$ cat src/pkg/hsf_pkg.sv
package hsf_pkg;
  // Command codes
  localparam logic [7:0] CMD_OPERATION = 8'h03;
  localparam logic [7:0] CMD_CLEAR_FAULTS = 8'h04;
  localparam logic [7:0] CMD_OT_FAULT = 8'h4F;
  localparam logic [7:0] CMD_OT_WARN = 8'h51;
  localparam logic [7:0] CMD_SUMMARY = 8'h79;
  localparam logic [7:0] CMD_INPUT = 8'h7C;
  localparam logic [7:0] CMD_MISC = 8'h7F;
  localparam logic [7:0] CMD_VENDOR = 8'h80;
  localparam logic [7:0] CMD_TEMP = 8'h8D;
  localparam logic [7:0] CMD_ALERT_MASK = 8'hD8;
  localparam logic [7:0] CMD_SETUP = 8'hD9;
  localparam logic [7:0] CMD_DIAG = 8'hE1;
  // Bus address, arbitrary value
  localparam logic [6:0] SLAVE_ADDR = 7'h40;
  // Operation values
  localparam logic [7:0] OP_OFF = 8'h00;
  localparam logic [7:0] OP_ON = 8'h80;
  localparam int OP_ON_BIT = 7;
  // Fault source index, shared by flags and alert mask
  localparam int FLG_OC = 0;
  localparam int FLG_UV = 1;
  localparam int FLG_OV = 2;
  localparam int FLG_BRK = 3;
  localparam int FLG_OTW = 4;
  localparam int FLG_OTF = 5;
  localparam int FLG_PRESET = 6;
  localparam int NFLG = 7;
  localparam logic [NFLG-1:0] FLG_RESET = 7'h40;
  // Status field positions
  localparam int SUM_INPUT = 13;
  localparam int SUM_PG_N = 11;
  localparam int INP_OV = 7;
  localparam int INP_UV = 4;
  localparam int INP_OC = 2;
  localparam int MISC_BRK = 1;
  localparam int VND_BRK = 4;
  localparam int VND_PRESET = 0;
  localparam int DG_UV = 13;
  localparam int DG_OV = 12;
  localparam int DG_OC = 11;
  localparam int DG_OTF = 9;
  localparam int DG_OTW = 8;
  localparam int DG_BRK = 7;
  localparam int DG_LATCH = 5;
  localparam int DG_PG = 3;
  // Setup override fields
  localparam int SET_LIM_EN = 7;
  localparam int SET_LIM_VAL = 6;
  localparam int SET_BRK_EN = 5;
  localparam int SET_BRK_VAL = 4;
  // Reset values
  localparam logic [7:0] OP_RESET = 8'h80;
  localparam logic [15:0] OT_WARN_RESET = 16'h007D;
  localparam logic [15:0] OT_FAULT_RESET = 16'h0096;
  localparam logic [15:0] MASK_RESET = 16'h0000;
  localparam logic [7:0] SETUP_RESET = 8'h00;
  // Timing
  localparam int CLK_FREQ_HZ = 20_000_000;
  localparam int TEMP_PERIOD_US = 1000;
  localparam int TEMP_PERIOD_CYC = CLK_FREQ_HZ / 1_000_000 * TEMP_PERIOD_US;
  typedef struct packed {
    logic limit_select_pin;
    logic current_limit;
    logic power_limit;
    logic breaker_trip;
    logic undervoltage_enable_in;
    logic overvoltage_in;
    logic feedback_in;
    logic timer_top;
  } hsf_cmp_t;
  typedef enum logic [2:0] {
    BUS_IDLE, BUS_RX, BUS_ACK_WAIT, BUS_ACK, BUS_TX, BUS_MACK
  } hsf_bus_st_t;
endpackage

$ cat src/hsf_fault_status.sv
// What this block does
// - Current limiting runs the fault timer; normal operation returns when it ends.
// - Limiting past timeout sets input overcurrent, input summary, diagnostic flags, alert.
// - Alert mask suppresses the alert per fault source; host programs it.
// - Setup register can override the pin-selected current-limit threshold.
// - Breaker trip above 1.94x or 3.87x turns switch off fast, starts timeout.
// - Below breaker threshold, fast turn-off releases to the limit loops.
// - Fault timer reaching top while limiting turns the pass switch off.
// - Breaker event sets misc, vendor and diagnostic flags and alert unless masked.
// - Setup register can override the strapped breaker configuration.
// - Power limit regulates the switch and runs the fault timer.
// - Power limiting past timeout sets the same flags as current limit.
// - Switch off while undervoltage input low; on only after insertion delay.
// - Undervoltage after power-up sets summary, input and diagnostic flags, alert.
// - Switch off while overvoltage input high; re-enabled when it drops.
// - Overvoltage sets input, summary and diagnostic flags and alert unless masked.
// - Power-good goes high when feedback exceeds its threshold.
// - Power-good forced low on undervoltage or overvoltage, whatever feedback.
// - Power-good state readable in summary and diagnostic words.
// - Temperature sampled every millisecond; latest value returned on read command.
// - Default alert above 125 C, switch off above 150 C; limits programmable.
// - Writing 0 then 80h to operation resets faults and re-enables.
// - After reset alert asserts and preset flag holds until clear-faults or the 0 then 80h operation sequence.
module hsf_fault_status
  import hsf_pkg::*;
#(
  parameter int TEMP_PERIOD = TEMP_PERIOD_CYC
) (
  // Clock and reset
  input wire logic sys_clk,
  input wire logic rst_n,
  // Comparator results and strap
  input wire hsf_cmp_t cmp_in,
  // SMBus link
  input wire logic scl_in,
  input wire logic sda_in,
  output logic sda_out,
  output logic sda_oe,
  output logic alert_out,
  output logic alert_oe,
  // Temperature converter
  output logic temp_start,
  input wire logic temp_valid,
  input wire logic [15:0] temp_value,
  // Pass switch and indicators
  output logic gate_on,
  output logic fast_turn_off,
  output logic timer_run,
  output logic overcurrent_threshold,
  output logic fast_trip_breaker_ratio,
  output logic power_good_out
);

  localparam int NSYNC = $bits(hsf_cmp_t) + 2;
  localparam int TW = $clog2(TEMP_PERIOD);

  logic rst_meta_n;
  logic rst_sync_n;
  logic [NSYNC-1:0] raw_in;
  logic [NSYNC-1:0] sync_q;
  hsf_cmp_t cmp;
  logic scl_q;
  logic sda_q;
  logic scl_d;
  logic sda_d;
  logic brk_d;
  logic scl_rise;
  logic scl_fall;
  logic bus_start;
  logic bus_stop;
  hsf_bus_st_t st;
  logic [2:0] bit_cnt;
  logic [1:0] byte_idx;
  logic [7:0] rx_sh;
  logic [7:0] rx_byte;
  logic [7:0] tx_sh;
  logic [7:0] cmd;
  logic [7:0] wr_lo;
  logic rd;
  logic tx_hi;
  logic m_ack;
  logic rx_done;
  logic [15:0] rd_word;
  logic [7:0] op_ctrl;
  logic [15:0] ot_fault_lim;
  logic [15:0] ot_warn_lim;
  logic [15:0] alert_mask;
  logic [7:0] setup;
  logic [15:0] temp_reading;
  logic [TW-1:0] tcnt;
  logic zero_seen;
  logic reset_seq;
  logic clr_faults;
  logic ins_done;
  logic latched_off;
  logic limiting;
  logic timeout_ev;
  logic [NFLG-1:0] flg;
  logic [NFLG-1:0] flg_set;
  logic flg_clr;

  // Reset release
  always_ff @(posedge sys_clk or negedge rst_n) begin
    if (!rst_n) begin
      rst_meta_n <= 1'b0;
      rst_sync_n <= 1'b0;
    end else begin
      rst_meta_n <= 1'b1;
      rst_sync_n <= rst_meta_n;
    end
  end

  // Pins and the bus clock come from outside the domain
  assign raw_in = {cmp_in, scl_in, sda_in};
  generate
    for (genvar i = 0; i < NSYNC; i++) begin : g_sync
      logic meta;
      logic q;
      always_ff @(posedge sys_clk or negedge rst_sync_n) begin
        if (!rst_sync_n) begin
          meta <= (i < 2);
          q <= (i < 2);
        end else begin
          meta <= raw_in[i];
          q <= meta;
        end
      end
      assign sync_q[i] = q;
    end
  endgenerate
  assign cmp = sync_q[NSYNC-1:2];
  assign scl_q = sync_q[1];
  assign sda_q = sync_q[0];

  always_ff @(posedge sys_clk or negedge rst_sync_n) begin
    if (!rst_sync_n) begin
      // Bus lines idle high; a low reset value would fake an edge
      scl_d <= 1'b1;
      sda_d <= 1'b1;
      brk_d <= 1'b0;
    end else begin
      scl_d <= scl_q;
      sda_d <= sda_q;
      brk_d <= cmp.breaker_trip;
    end
  end

  // Start and stop need the clock stable high for two samples
  assign scl_rise = scl_q & ~scl_d;
  assign scl_fall = ~scl_q & scl_d;
  assign bus_start = scl_q & scl_d & sda_d & ~sda_q;
  assign bus_stop = scl_q & scl_d & ~sda_d & sda_q;
  assign rx_byte = {rx_sh[6:0], sda_q};
  assign rx_done = (st == BUS_RX) & scl_rise & (bit_cnt == 3'h7);

  // Bus slave, open drain: only the enable moves
  assign sda_out = 1'b0;
  always_ff @(posedge sys_clk or negedge rst_sync_n) begin
    if (!rst_sync_n) begin
      st <= BUS_IDLE;
      bit_cnt <= 3'h0;
      byte_idx <= 2'h0;
      rx_sh <= 8'h00;
      tx_sh <= 8'h00;
      cmd <= 8'h00;
      wr_lo <= 8'h00;
      rd <= 1'b0;
      tx_hi <= 1'b0;
      m_ack <= 1'b0;
      sda_oe <= 1'b0;
    end else if (bus_start) begin
      st <= BUS_RX;
      bit_cnt <= 3'h0;
      byte_idx <= 2'h0;
      sda_oe <= 1'b0;
    end else if (bus_stop) begin
      st <= BUS_IDLE;
      sda_oe <= 1'b0;
    end else begin
      unique case (st)
        BUS_IDLE: begin
        end
        BUS_RX: begin
          if (scl_rise) begin
            rx_sh <= rx_byte;
            bit_cnt <= bit_cnt + 3'h1;
          end
          if (rx_done) begin
            if (byte_idx != 2'h3) begin
              byte_idx <= byte_idx + 2'h1;
            end
            if (byte_idx == 2'h0) begin
              rd <= rx_byte[0];
            end
            if (byte_idx == 2'h1) begin
              cmd <= rx_byte;
            end
            if (byte_idx == 2'h2) begin
              wr_lo <= rx_byte;
            end
            // Another address stays silent
            if (byte_idx == 2'h0 && rx_byte[7:1] != SLAVE_ADDR) begin
              st <= BUS_IDLE;
            end else begin
              st <= BUS_ACK_WAIT;
            end
          end
        end
        BUS_ACK_WAIT: begin
          if (scl_fall) begin
            sda_oe <= 1'b1;
            st <= BUS_ACK;
          end
        end
        BUS_ACK: begin
          if (scl_fall) begin
            bit_cnt <= 3'h0;
            if (rd) begin
              tx_sh <= rd_word[7:0];
              sda_oe <= ~rd_word[7];
              tx_hi <= 1'b1;
              st <= BUS_TX;
            end else begin
              sda_oe <= 1'b0;
              st <= BUS_RX;
            end
          end
        end
        BUS_TX: begin
          if (scl_fall) begin
            if (bit_cnt == 3'h7) begin
              sda_oe <= 1'b0;
              st <= BUS_MACK;
            end else begin
              bit_cnt <= bit_cnt + 3'h1;
              tx_sh <= {tx_sh[6:0], 1'b0};
              sda_oe <= ~tx_sh[6];
            end
          end
        end
        BUS_MACK: begin
          if (scl_rise) begin
            m_ack <= ~sda_q;
          end
          if (scl_fall) begin
            if (m_ack) begin
              bit_cnt <= 3'h0;
              tx_sh <= tx_hi ? rd_word[15:8] : 8'h00;
              sda_oe <= tx_hi ? ~rd_word[15] : 1'b0;
              tx_hi <= 1'b0;
              st <= BUS_TX;
            end else begin
              st <= BUS_IDLE;
            end
          end
        end
      endcase
    end
  end

  // Read data, low byte first
  always_comb begin
    rd_word = 16'h0000;
    unique case (cmd)
      CMD_OPERATION: rd_word[7:0] = op_ctrl;
      CMD_OT_FAULT: rd_word = ot_fault_lim;
      CMD_OT_WARN: rd_word = ot_warn_lim;
      CMD_SUMMARY: begin
        rd_word[SUM_INPUT] = flg[FLG_OC] | flg[FLG_UV] | flg[FLG_OV];
        rd_word[SUM_PG_N] = ~power_good_out;
      end
      CMD_INPUT: begin
        rd_word[INP_OV] = flg[FLG_OV];
        rd_word[INP_UV] = flg[FLG_UV];
        rd_word[INP_OC] = flg[FLG_OC];
      end
      CMD_MISC: rd_word[MISC_BRK] = flg[FLG_BRK];
      CMD_VENDOR: begin
        rd_word[VND_BRK] = flg[FLG_BRK];
        rd_word[VND_PRESET] = flg[FLG_PRESET];
      end
      CMD_TEMP: rd_word = temp_reading;
      CMD_ALERT_MASK: rd_word = alert_mask;
      CMD_SETUP: rd_word[7:0] = setup;
      CMD_DIAG: begin
        rd_word[DG_UV] = flg[FLG_UV];
        rd_word[DG_OV] = flg[FLG_OV];
        rd_word[DG_OC] = flg[FLG_OC];
        rd_word[DG_OTF] = flg[FLG_OTF];
        rd_word[DG_OTW] = flg[FLG_OTW];
        rd_word[DG_BRK] = flg[FLG_BRK];
        rd_word[DG_LATCH] = latched_off;
        rd_word[DG_PG] = power_good_out;
      end
      default: rd_word = 16'h0000;
    endcase
  end

  // Host-written registers
  always_ff @(posedge sys_clk or negedge rst_sync_n) begin
    if (!rst_sync_n) begin
      op_ctrl <= OP_RESET;
      ot_fault_lim <= OT_FAULT_RESET;
      ot_warn_lim <= OT_WARN_RESET;
      alert_mask <= MASK_RESET;
      setup <= SETUP_RESET;
    end else if (rx_done && !rd && byte_idx == 2'h2) begin
      if (cmd == CMD_OPERATION) begin
        op_ctrl <= rx_byte;
      end
      if (cmd == CMD_SETUP) begin
        setup <= rx_byte;
      end
    end else if (rx_done && !rd && byte_idx == 2'h3) begin
      if (cmd == CMD_OT_FAULT) begin
        ot_fault_lim <= {rx_byte, wr_lo};
      end
      if (cmd == CMD_OT_WARN) begin
        ot_warn_lim <= {rx_byte, wr_lo};
      end
      if (cmd == CMD_ALERT_MASK) begin
        alert_mask <= {rx_byte, wr_lo};
      end
    end
  end

  // Off then on recovers from a spurious fault
  always_ff @(posedge sys_clk or negedge rst_sync_n) begin
    if (!rst_sync_n) begin
      zero_seen <= 1'b0;
      reset_seq <= 1'b0;
      clr_faults <= 1'b0;
    end else begin
      reset_seq <= 1'b0;
      clr_faults <= rx_done & ~rd & (byte_idx == 2'h1) & (rx_byte == CMD_CLEAR_FAULTS);
      if (rx_done && !rd && byte_idx == 2'h2 && cmd == CMD_OPERATION) begin
        zero_seen <= (rx_byte == OP_OFF);
        reset_seq <= zero_seen & (rx_byte == OP_ON);
      end
    end
  end

  // Temperature sampling
  always_ff @(posedge sys_clk or negedge rst_sync_n) begin
    if (!rst_sync_n) begin
      tcnt <= '0;
      temp_start <= 1'b0;
      temp_reading <= 16'h0000;
    end else begin
      temp_start <= (tcnt == TW'(TEMP_PERIOD - 1));
      if (tcnt == TW'(TEMP_PERIOD - 1)) begin
        tcnt <= '0;
      end else begin
        tcnt <= tcnt + TW'(1);
      end
      if (temp_valid) begin
        temp_reading <= temp_value;
      end
    end
  end

  // Fault supervision
  assign limiting = cmp.current_limit | cmp.power_limit;
  // The insertion delay ends on the first timer top; it is no fault
  assign timeout_ev = ins_done & cmp.timer_top & (limiting | cmp.breaker_trip);

  always_comb begin
    flg_set = '0;
    flg_set[FLG_OC] = timeout_ev;
    flg_set[FLG_UV] = ins_done & ~cmp.undervoltage_enable_in;
    flg_set[FLG_OV] = cmp.overvoltage_in;
    flg_set[FLG_BRK] = cmp.breaker_trip & ~brk_d;
    flg_set[FLG_OTW] = temp_reading > ot_warn_lim;
    flg_set[FLG_OTF] = temp_reading > ot_fault_lim;
  end
  assign flg_clr = clr_faults | reset_seq;

  // Sticky flags; a set in the clearing cycle wins
  generate
    for (genvar i = 0; i < NFLG; i++) begin : g_flag
      always_ff @(posedge sys_clk or negedge rst_sync_n) begin
        if (!rst_sync_n) begin
          flg[i] <= FLG_RESET[i];
        end else if (flg_set[i]) begin
          flg[i] <= 1'b1;
        end else if (flg_clr) begin
          flg[i] <= 1'b0;
        end
      end
    end
  endgenerate

  always_ff @(posedge sys_clk or negedge rst_sync_n) begin
    if (!rst_sync_n) begin
      ins_done <= 1'b0;
      latched_off <= 1'b0;
    end else begin
      if (cmp.timer_top) begin
        ins_done <= 1'b1;
      end
      // Pulling the enable input low restarts a latched switch
      if (timeout_ev) begin
        latched_off <= 1'b1;
      end else if (reset_seq || !cmp.undervoltage_enable_in) begin
        latched_off <= 1'b0;
      end
    end
  end

  // Pass switch drive, thresholds and indicators
  always_ff @(posedge sys_clk or negedge rst_sync_n) begin
    if (!rst_sync_n) begin
      gate_on <= 1'b0;
      fast_turn_off <= 1'b0;
      timer_run <= 1'b0;
      overcurrent_threshold <= 1'b0;
      fast_trip_breaker_ratio <= 1'b0;
      power_good_out <= 1'b0;
      alert_oe <= 1'b0;
    end else begin
      gate_on <= ins_done & cmp.undervoltage_enable_in & ~cmp.overvoltage_in
        & ~latched_off & ~flg[FLG_OTF] & op_ctrl[OP_ON_BIT]
        & ~cmp.breaker_trip;
      fast_turn_off <= cmp.breaker_trip;
      timer_run <= ~ins_done | limiting | cmp.breaker_trip;
      overcurrent_threshold <= setup[SET_LIM_EN] ? setup[SET_LIM_VAL]
        : cmp.limit_select_pin;
      fast_trip_breaker_ratio <= setup[SET_BRK_EN] ? setup[SET_BRK_VAL]
        : cmp.limit_select_pin;
      power_good_out <= cmp.feedback_in & cmp.undervoltage_enable_in
        & ~cmp.overvoltage_in;
      alert_oe <= |(flg & ~alert_mask[NFLG-1:0]);
    end
  end
  // Alert pulls low only; the enable carries the state
  assign alert_out = 1'b0;

endmodule

$ cat config.mk
export PLATFORM = sky130hd
export DESIGN_NAME = hsf_fault_status
export DESIGN_NICKNAME = d
export VERILOG_FILES = /design/src/pkg/hsf_pkg.sv /design/src/hsf_fault_status.sv
export SDC_FILE = /design/constraint.sdc
export NUM_CORES = 1
export LEC_CHECK = 0
export BUFFER_PORTS_ARGS = -buffer_cell sky130_fd_sc_hd__buf_2
export CORE_MARGIN = 2
export CORE_UTILIZATION = 53
export CTS_BUF_LIST = sky130_fd_sc_hd__clkbuf_4 sky130_fd_sc_hd__clkbuf_8
export DETAILED_ROUTE_END_ITERATION = 12
export PLACE_DENSITY = 0.69
export SETUP_SLACK_MARGIN = 0.02
export SYNTH_ARGS = -nofsm -noshare
export SYNTH_HDL_FRONTEND = slang
export SYNTH_SLANG_ARGS = --single-unit
$ cat constraint.sdc
create_clock -name sys_clk -period 7.35 [get_ports sys_clk]
set_clock_uncertainty 0.2 [all_clocks]
set_input_delay 0 -clock sys_clk [delete_from_list [all_inputs] [get_ports sys_clk]]
set_output_delay 0 -clock sys_clk [all_outputs]
set_load 0.01 [all_outputs]
Yosys cells after proc, flatten, opt, wreduce, memory -nomap -nowiden
Cells that the tools add are included.
{"block": "word_totals", "reg_bits": 181}
{"block": "classes", "eq_ne": 45, "addsub": 3, "order_cmp": 2, "reduce_logical": 42, "bitwise_logic": 53, "muxes": 77}
{"op": "two-way mux 3 bit", "n": 18}
{"op": "two-way mux 7 bit", "n": 7}
{"op": "equality test 8 bit, second input constant", "n": 6}
{"op": "equality test 8 x 7 -> 1 bit, second input constant", "n": 5}
{"op": "one-hot mux 1 bit (7 select lines)", "n": 5}
{"op": "greater-than comparator 16 bit", "n": 2}
{"op": "!= test 4 bit, second input constant", "n": 7}
{"op": "two-way mux 1 bit", "n": 26}
{"op": "bitwise AND 1 bit", "n": 25}
{"op": "nonzero test 2 bit", "n": 11}
{"op": "one-hot mux 7 bit (3 select lines)", "n": 1}
{"op": "NOT 1 bit", "n": 19}
{"op": "!= test 3 bit, second input constant", "n": 6}
{"op": "one-hot mux 1 bit (6 select lines)", "n": 3}
{"op": "!= test 2 bit, second input constant", "n": 8}
{"op": "one-hot mux 1 bit (8 select lines)", "n": 2}
{"op": "adder 15 x 1 -> 15 bit, second input constant", "n": 1}
{"op": "equality test 15 bit, second input constant", "n": 1}
{"op": "two-way mux 15 bit", "n": 1}
{"op": "one-hot mux 3 bit (5 select lines)", "n": 1}
{"op": "AND reduction 5 bit", "n": 3}
{"op": "AND reduction 7 bit", "n": 2}
{"op": "two-way mux 2 bit", "n": 6}
{"op": "one-hot mux 3 bit (4 select lines)", "n": 1}
{"op": "34 further kinds", "n": 55}

Longest topological paths before layout
Gate-level depths: netlist of the first run.
{"block": "logic_depth", "ltp_word": 9, "mapped_depth": 9, "ltp_nobuf": 8}

Worst setup path before layout of the first run
Ideal clock, no wire load.
{"block": "synth_timing", "path_type": "reg2reg", "from": "register g_sync[1].q", "to": "register alert_mask[10]", "setup_time_ns": 0.125, "path_stages_with_launch": 8, "arrival_time_ns": 2.012, "path_buffers": 1, "required_time_ns": 7.025, "period_less_slack_ns": 2.337, "setup_slack_ns": 5.013, "path_cell_list": "dfstp_2 nand2b_1 nor3_2 nand3b_2 nor4b_4 nand3_4 buf_6 mux2_4"}
{"block": "synth_between", "elab_chain_len": 7, "elab_cells_between_ends": 8, "cone_classes": "bitwise (4); reduce/logical (4)"}
{"item": "start, declared", "line_no": "hsf_fault_status.sv:118", "source": "logic q;"}
{"item": "start signal, assigned", "line_no": "hsf_fault_status.sv:122", "source": "q <= (i < 2);"}
{"item": "start signal, assigned", "line_no": "hsf_fault_status.sv:125", "source": "q <= meta;"}
{"item": "bitwise AND 1 bit (*)", "line_no": "hsf_fault_status.sv:149", "source": "assign scl_rise = scl_q & ~scl_d;"}
{"item": "bitwise AND 1 bit (*) (2 in a row)", "line_no": "hsf_fault_status.sv:154", "source": "assign rx_done = (st == BUS_RX) & scl_rise & (bit_cnt == 3'h7);"}
{"item": "logical AND 1 bit (*)", "line_no": "hsf_fault_status.sv:307, hsf_fault_status.sv:314"}
{"item": "logical AND 1 bit", "line_no": "hsf_fault_status.sv:307", "source": "end else if (rx_done && !rd && byte_idx == 2'h2) begin"}
{"item": "NOT 1 bit (no source line)"}
{"item": "AND reduction 3 bit (no source line) (*)"}
{"item": "end signal, assigned", "line_no": "hsf_fault_status.sv:322", "source": "alert_mask <= {rx_byte, wr_lo};"}
{"item": "end, declared", "line_no": "hsf_fault_status.sv:87", "source": "logic [15:0] alert_mask;"}
Mark *: on every way between the ends. The rest lies on a longest branch, timed or not.
A chain may end at the register's enable or synchronous reset.

Worst setup path in the final report of the first run
{"block": "layout_timing", "from": "register st[2]", "to": "register tx_sh[4]"}
{"block": "layout_between", "elab_chain_len": 3, "elab_cells_between_ends": 12, "cone_classes": "eq/ne (9); mux (1); reduce/logical (2)"}
{"item": "start, declared", "line_no": "hsf_fault_status.sv:71", "source": "hsf_bus_st_t st;"}
{"item": "start signal, assigned", "line_no": "hsf_fault_status.sv:160", "source": "st <= BUS_IDLE;"}
{"item": "start signal, assigned", "line_no": "hsf_fault_status.sv:172", "source": "st <= BUS_RX;"}
{"item": "start signal, assigned", "line_no": "hsf_fault_status.sv:177", "source": "st <= BUS_IDLE;"}
{"item": "equality test 3 bit or equality test 3 x 2 -> 1 bit (tied branches)", "line_no": "hsf_fault_status.sv:180", "source": "unique case (st)"}
{"item": "!= test 2 bit (no source line) or nonzero test 3 bit (tied branches)"}
{"item": "AND reduction 9 bit (no source line)"}
{"item": "end signal, assigned", "line_no": "hsf_fault_status.sv:219", "source": "tx_sh <= rd_word[7:0];"}
{"item": "end signal, assigned", "line_no": "hsf_fault_status.sv:236", "source": "tx_sh <= {tx_sh[6:0], 1'b0};"}
{"item": "end signal, assigned", "line_no": "hsf_fault_status.sv:248", "source": "tx_sh <= tx_hi ? rd_word[15:8] : 8'h00;"}
{"item": "end, declared", "line_no": "hsf_fault_status.sv:76", "source": "logic [7:0] tx_sh;"}
Several ways; a longest one is shown, not always the timed one.

==> results of run 1 <==
==> metrics by stage <==
stage	cell area, µm²	setup slack, ns	std cells	hold slack [ns]	total power [mW]
3_3_place_gp	9280	4.47	1001	-0.415	1.58
3_5_place_dp	9280	4.46	1001	-0.412	1.60
6_report	10200	4.36	1088	0.156	2.29
4_1_cts	10200	4.41	1088	0.141	2.31
2_1_floorplan	9000	1.76	779	-0.496	1.47
5_1_grt	10200	4.08	1088	0.127	2.41
==> layout make-up <==
cell class	count	area, µm²	share of cell area (%)
Inverter	48	180	1.76
Tap cell	220	275	2.69
Clock buffer	19	255	2.50
Multi-Input combinational cell	512	4060	39.7
Timing Repair Buffer	95	758	7.42
Clock inverter	13	139	1.36
Sequential cell	181	4560	44.6
==> per-layer routing <==
layer / part of all wire (%) / wire [µm] / track usage [%] / vias to the layer above
li1: - / - / - / 2962
met1: 44 / 9770 / 36.8 / 3255
met2: 48 / 10800 / 42.8 / 205
met3: 5.9 / 1320 / 5.67 / 37
met4: 2.3 / 523 / 8.19 / 0
met5: 0 / 0 / 0 / -
==> cell usage in the layout (no fill, tap or decap), types with 18 or more instances in the layout <==
master,instances
dfrtp_1,162
buf_2,37
o21ai_0,19
mux2_2,92
nand2_1,48
dlygate4sd3_1,55
nor2_1,41
a21oi_1,27
dfstp_2,18
clkbuf_8,18
inv_1,47
ha_1,39
==> what timing repair did <==
action	4_1_cts	5_1_grt
hold buffers	55	0
endpoints found under the hold margin	28	0
buffers inserted	0	0
==> worst reg2reg max path, stage by stage, from the launching register on <==
cell	delay, ns
dfrtp_1	0.73
nor2b_1	0.61
a22oi_1	0.15
nor2b_1	0.76
nand2_1	0.11
o32a_1	0.31
==> registers in the layout, summed over array words and instances (netlist names), 8 cells and up <==
| name | count |
|---|---|
| setup | 8 |
| op_ctrl | 8 |
| wr_lo | 8 |
| temp_reading | 16 |
| tcnt | 15 |
| g_sync.q | 10 |
| g_sync.meta | 10 |
| ot_warn_lim | 16 |
| ot_fault_lim | 16 |
| cmd | 8 |
| alert_mask | 16 |
==> worst max path at each step <==
stage	endpoint	slack (ns)	depth (start not counted)
after floorplan	alert_mask[0]	1.76	0
after global placement	tx_sh[0]	4.47	5
after detailed placement	tx_sh[4]	4.46	5
after CTS	tx_sh[4]	4.41	5
after global routing	tx_sh[4]	4.08	5
final	tx_sh[4]	4.36	5
==> where the power goes <==
part | internal [mW] | switching (mW) | total (mW) | leakage [nW]
clock network | 0.293 | 0.383 | 0.676 | 0.202
registers | 1.08 | 0.199 | 1.28 | 2.27
logic | 0.175 | 0.162 | 0.336 | 2.10
==> cell families (layout without fill, tap and decap cells) <==
logic type	after synthesis	after routing
AOI/OAI and AO/OA	134	134
xor gates and xnor gates	16	16
other	2	3
and+or+nand+nor	207	207
adders and majority gates	39	39
muxes	113	113
DFF	181	181
buffers and inverters	86	175
==> flow_summary.ini, run 1 <==
[status]
status = completed

[global_route]
grt_pass1_vias = 6750
grt_pass1_wl_um = 36800
grt_max_degree = 83
overflow = 0
track_usage_pct = 26.7
antenna_found_initial = 0

[logic_synthesis]
synthTopCellsByCount = dfrtp_1 (163), mux2_2 (92), nand2_1 (48)
ys_seq_area_share_pct = 50.6
yosys_warnings = 0
yosysTopAreaCell = dfrtp_1
synth-compound-area-share_pct = 10.5
synthArstFlopShare_pct = 100
synth_area_leaders = dfrtp_1 (45%), mux2_2 (12%), ha_1 (5.4%)
ys.flop_type = dfrtp_1
ys_ff_latch = 181
synth_mux_area_share_pct = 14.5
synth_area_mm2 = 0.00899
synth-simple-area-share_pct = 13.1
synth_edf_count = 0
synth.avg_cell_area_um2 = 11.6
synthCells = 778
synthXorXnorAreaFrac_pct = 1.56
synth_top_family_by_area = multiplexers
synth_most_common_cell = dfrtp_1
synth_cell_types = 70
yosys.area_share.adder_pct = 5.43
synth_top_area_share_pct = 45.4

[clocking]
cts_resized = 0
ctsRootBufferMaster = clkbuf_8
clk_latency_ns = 0.47
numClockSinks = 181
htree_levels = 4
cts_max_path_buffers = 2
cts_buffers = 17
cts_tree = done
clk_pin_slew_ns = 0.10

[floorplan]
rows = 47
io_pins = 40
start_util_pct = 54.2
die_height_um = 134
dieArea_mm2 = 0.0180
core_area_mm2 = 0.0166
fp.dieW_um = 134

[critical_path]
cp_cell_sequence = nor2b_1 -> a22oi_1 -> nor2b_1 -> nand2_1 -> o32a_1
rrSetupSlack_ns = 4.36
max_stage_delay_ns = 0.76
cp_max_fo = 21
timing.rr.end = tx_sh[4]
cp-end-kind = flip-flop
rr_startpoint = st[2]
cp_data_arrival_time_ns = 3.15
cp_slowest_cell = nor2b_1
required_ns = 7.51
cp_num_buf_inv = 0
path_delay_family = simple AND/OR/NAND/NOR gates
critPathKind = flip-flop to flip-flop
crit_top_cell = nor2b_1
reg2regPathDepth = 5
worstSetupStartpoint = st[2]
cp-start-kind = flip-flop

[place]
gp_congestion = 1.01
portBuffers = 37
dp_hpwl_um = 15900

[detailed_routing]
drt_pre_antenna_iters = 5
routedWlPerCell_um = 20.6
drtAntennaViolNets = 0
via_count = 6459
remaining_drc_errors = 0
viasPerCell = 5.94
drt_first_iter_violations = 543
wirelength_um = 22400

[power_and_ir_drop]
p_leak_nw = 4.57
vdd_drop_max_mv = 0.166
p_per_area_mw_per_mm2 = 224

[min_path]
hp-class = flip-flop to flip-flop
hold_path_depth = 0
hp-start = g_sync[6].meta
min_to = g_sync[6].q

[timing]
worst_pin_slew_ns = 1.06
finalHoldViolCount = 0
period_share_pct = 40.7
rsz0062_at_grt = false
setup_tns_ns = 0
finalSetupViolCount = 0
slew_viol_final = 0
fin_crit_ns = 2.99
max-slew-margin-rel_pct = 29.5
fmax_mhz = 335

[cells_and_area]
layout-drive-gt1-share_pct = 24.1
diodes = 0
final_core_util_pct = 61.6
fill_cells = 1349
final_nets = 923
area_delta_synth_final_pct = 13.7

[run]
maxCapViolations = 0
No activity file was read; power rests on OpenSTA's default activity.
==> run 2: changes to the inputs <==
--- a/config.mk
+++ b/config.mk
@@ -10,7 +10,7 @@
 export CORE_UTILIZATION = 53
 export CTS_BUF_LIST = sky130_fd_sc_hd__clkbuf_4 sky130_fd_sc_hd__clkbuf_8
 export DETAILED_ROUTE_END_ITERATION = 12
-export PLACE_DENSITY = 0.69
+export PLACE_DENSITY = 0.72
 export SETUP_SLACK_MARGIN = 0.02
 export SYNTH_ARGS = -nofsm -noshare
 export SYNTH_HDL_FRONTEND = slang
==> constraint.sdc (replaced) <==
create_clock -name sys_clk -period 2.5 [get_ports sys_clk]
set_clock_uncertainty 0.2 [all_clocks]
set_input_delay 0 -clock sys_clk [delete_from_list [all_inputs] [get_ports sys_clk]]
set_output_delay 0 -clock sys_clk [all_outputs]
set_load 0.01 [all_outputs]
==> flow_summary.ini, run 2 (same netlist as run 1, synthesis figures left out) <==
[status]
status = completed

[clocking]
clk_pin_slew_ns = 0.10
numClockSinks = 181
ctsRootBufferMaster = clkbuf_8
cts_max_path_buffers = 2
clk_latency_ns = 0.48
htree_levels = 4
cts_tree = done
cts_buffers = 17

[timing]
fmax_mhz = 413
fin_crit_ns = 2.42
finalHoldViolCount = 0
rsz0062_at_grt = false
setup_tns_ns = 0
max-slew-margin-rel_pct = 51.4
finalSetupViolCount = 0
period_share_pct = 96.9
worst_pin_slew_ns = 0.726
slew_viol_final = 0

[floorplan]
die_height_um = 134
start_util_pct = 54.2
core_area_mm2 = 0.0166
fp.dieW_um = 134
rows = 47
dieArea_mm2 = 0.0180
io_pins = 40

[critical_path]
required_ns = 2.66
cp_cell_sequence = nor4b_1 -> and2_0 -> buf_4 -> a222oi_1 -> o21ai_0 -> a221oi_1 -> a21oi_1
cp_slowest_cell = dfrtp_1
crit_cells = 7
timing.rr.end = tx_sh[6]
cp_num_buf_inv = 1
cp-start-kind = flip-flop
worstSetupStartpoint = cmd[5]
reg2regPathDepth = 7
max_stage_delay_ns = 0.58
cp_data_arrival_time_ns = 2.58
critPathKind = flip-flop to flip-flop
path_delay_family = compound AO/OA/AOI/OAI gates
cp_max_fo = 14
cp-end-kind = flip-flop
endpoint = tx_sh[6]
rr_startpoint = cmd[5]
rrSetupSlack_ns = 0.08

[detailed_routing]
remaining_drc_errors = 0
drt_first_iter_violations = 522
drt_pre_antenna_iters = 5
via_count = 6692
routedWlPerCell_um = 20.8
drtAntennaViolNets = 0
wirelength_um = 23500
viasPerCell = 5.94

[place]
portBuffers = 37
gp_congestion = 0.981
placed_cell_area_mm2 = 0.00959
dp_hpwl_um = 16400

[cells_and_area]
mostFrequentLayoutCells = dfrtp_1 (162), mux2_2 (92), dlygate4sd3_1 (55)
final_nets = 961
area_delta_synth_final_pct = 18.0
diodes = 0
postLayoutCellArea_mm2 = 0.0106
fill_cells = 1289
layout_commonest_cell = dfrtp_1
layout-drive-gt1-share_pct = 27.7

[global_route]
grt_pass1_wl_um = 37600
track_usage_pct = 27.5
antenna_found_initial = 0
grt_max_degree = 89
overflow = 0
grt_pass1_vias = 6883

[run]
maxCapViolations = 0

[power_and_ir_drop]
p_per_area_mw_per_mm2 = 650
p_leak_nw = 4.78
vdd_drop_max_mv = 0.533

[min_path]
hp-class = flip-flop to asynchronous set/reset pin
[run 2: cell types whose count changed in the layout (fill, tap and decap cells not counted), sizes merged]
cell      previous run  this run
inv                 56        55
buf                 40        78
clkinvlp             1         2
[run 2: repair_timing]
| action | in CTS | in global routing |
|---|---|---|
| hold endpoints to repair | 28 | 0 |
| endpoints found under the setup margin | 0 | 44 |
| resized for setup | 0 | 9 |
| hold buffers | 55 | 0 |
| buffers inserted | 0 | 3 |
[run 2: layout make-up]
type	instances	area, µm²	area share [%]
Multi-Input combinational cell	512	4110	38.7
Tap cell	220	275	2.59
Clock buffer	19	249	2.35
Sequential cell	181	4560	42.9
Timing Repair Buffer	133	1110	10.5
Inverter	48	180	1.70
Clock inverter	13	138	1.30
[run 2: worst min path at each step]
stage / start / to / slack [ns] / cells after the start
floorplan: rst_n / rst_meta_n / -0.50 / 0
global placement: rst_n / rst_meta_n / -0.41 / 1
detailed placement: rst_n / rst_meta_n / -0.41 / 1
CTS: rst_sync_n / clr_faults / 0.04 / 0
global route: rst_sync_n / clr_faults / 0.05 / 0
finish: rst_sync_n / clr_faults / 0.03 / 0
[run 2: routing by layer]
metal | global-route usage (%) | vias up | wire [µm]
li1 | - | 3037 | -
met1 | 35.7 | 3437 | 10200
met2 | 45.8 | 178 | 11500
met3 | 5.93 | 40 | 1140
met4 | 9.88 | 0 | 600
met5 | 0 | - | 0
[run 2: metrics by stage]
| stage | instances | setup WS, ns | total power [mW] | hold slack, ns | util, % |
|---|---|---|---|---|---|
| 6_report | 1126 | 0.0785 | 6.90 | 0.0268 | 64.0 |
| 5_1_grt | 1126 | 0.0162 | 7.25 | 0.0535 | 64.0 |
| 4_1_cts | 1123 | 0.0377 | 6.89 | 0.0400 | 63.5 |
| 3_5_place_dp | 1036 | 0.0580 | 4.84 | -0.412 | 57.8 |
| 3_3_place_gp | 1036 | 0.0923 | 4.79 | -0.414 | 57.8 |
| 2_1_floorplan | 779 | 0.163 | 4.33 | -0.496 | - |
[run 2: power by group]
group          switching (mW)  leakage, nW  internal, mW
sequential              0.482         2.27          3.18
clock                    1.14        0.195         0.842
combinational           0.642         2.31         0.617
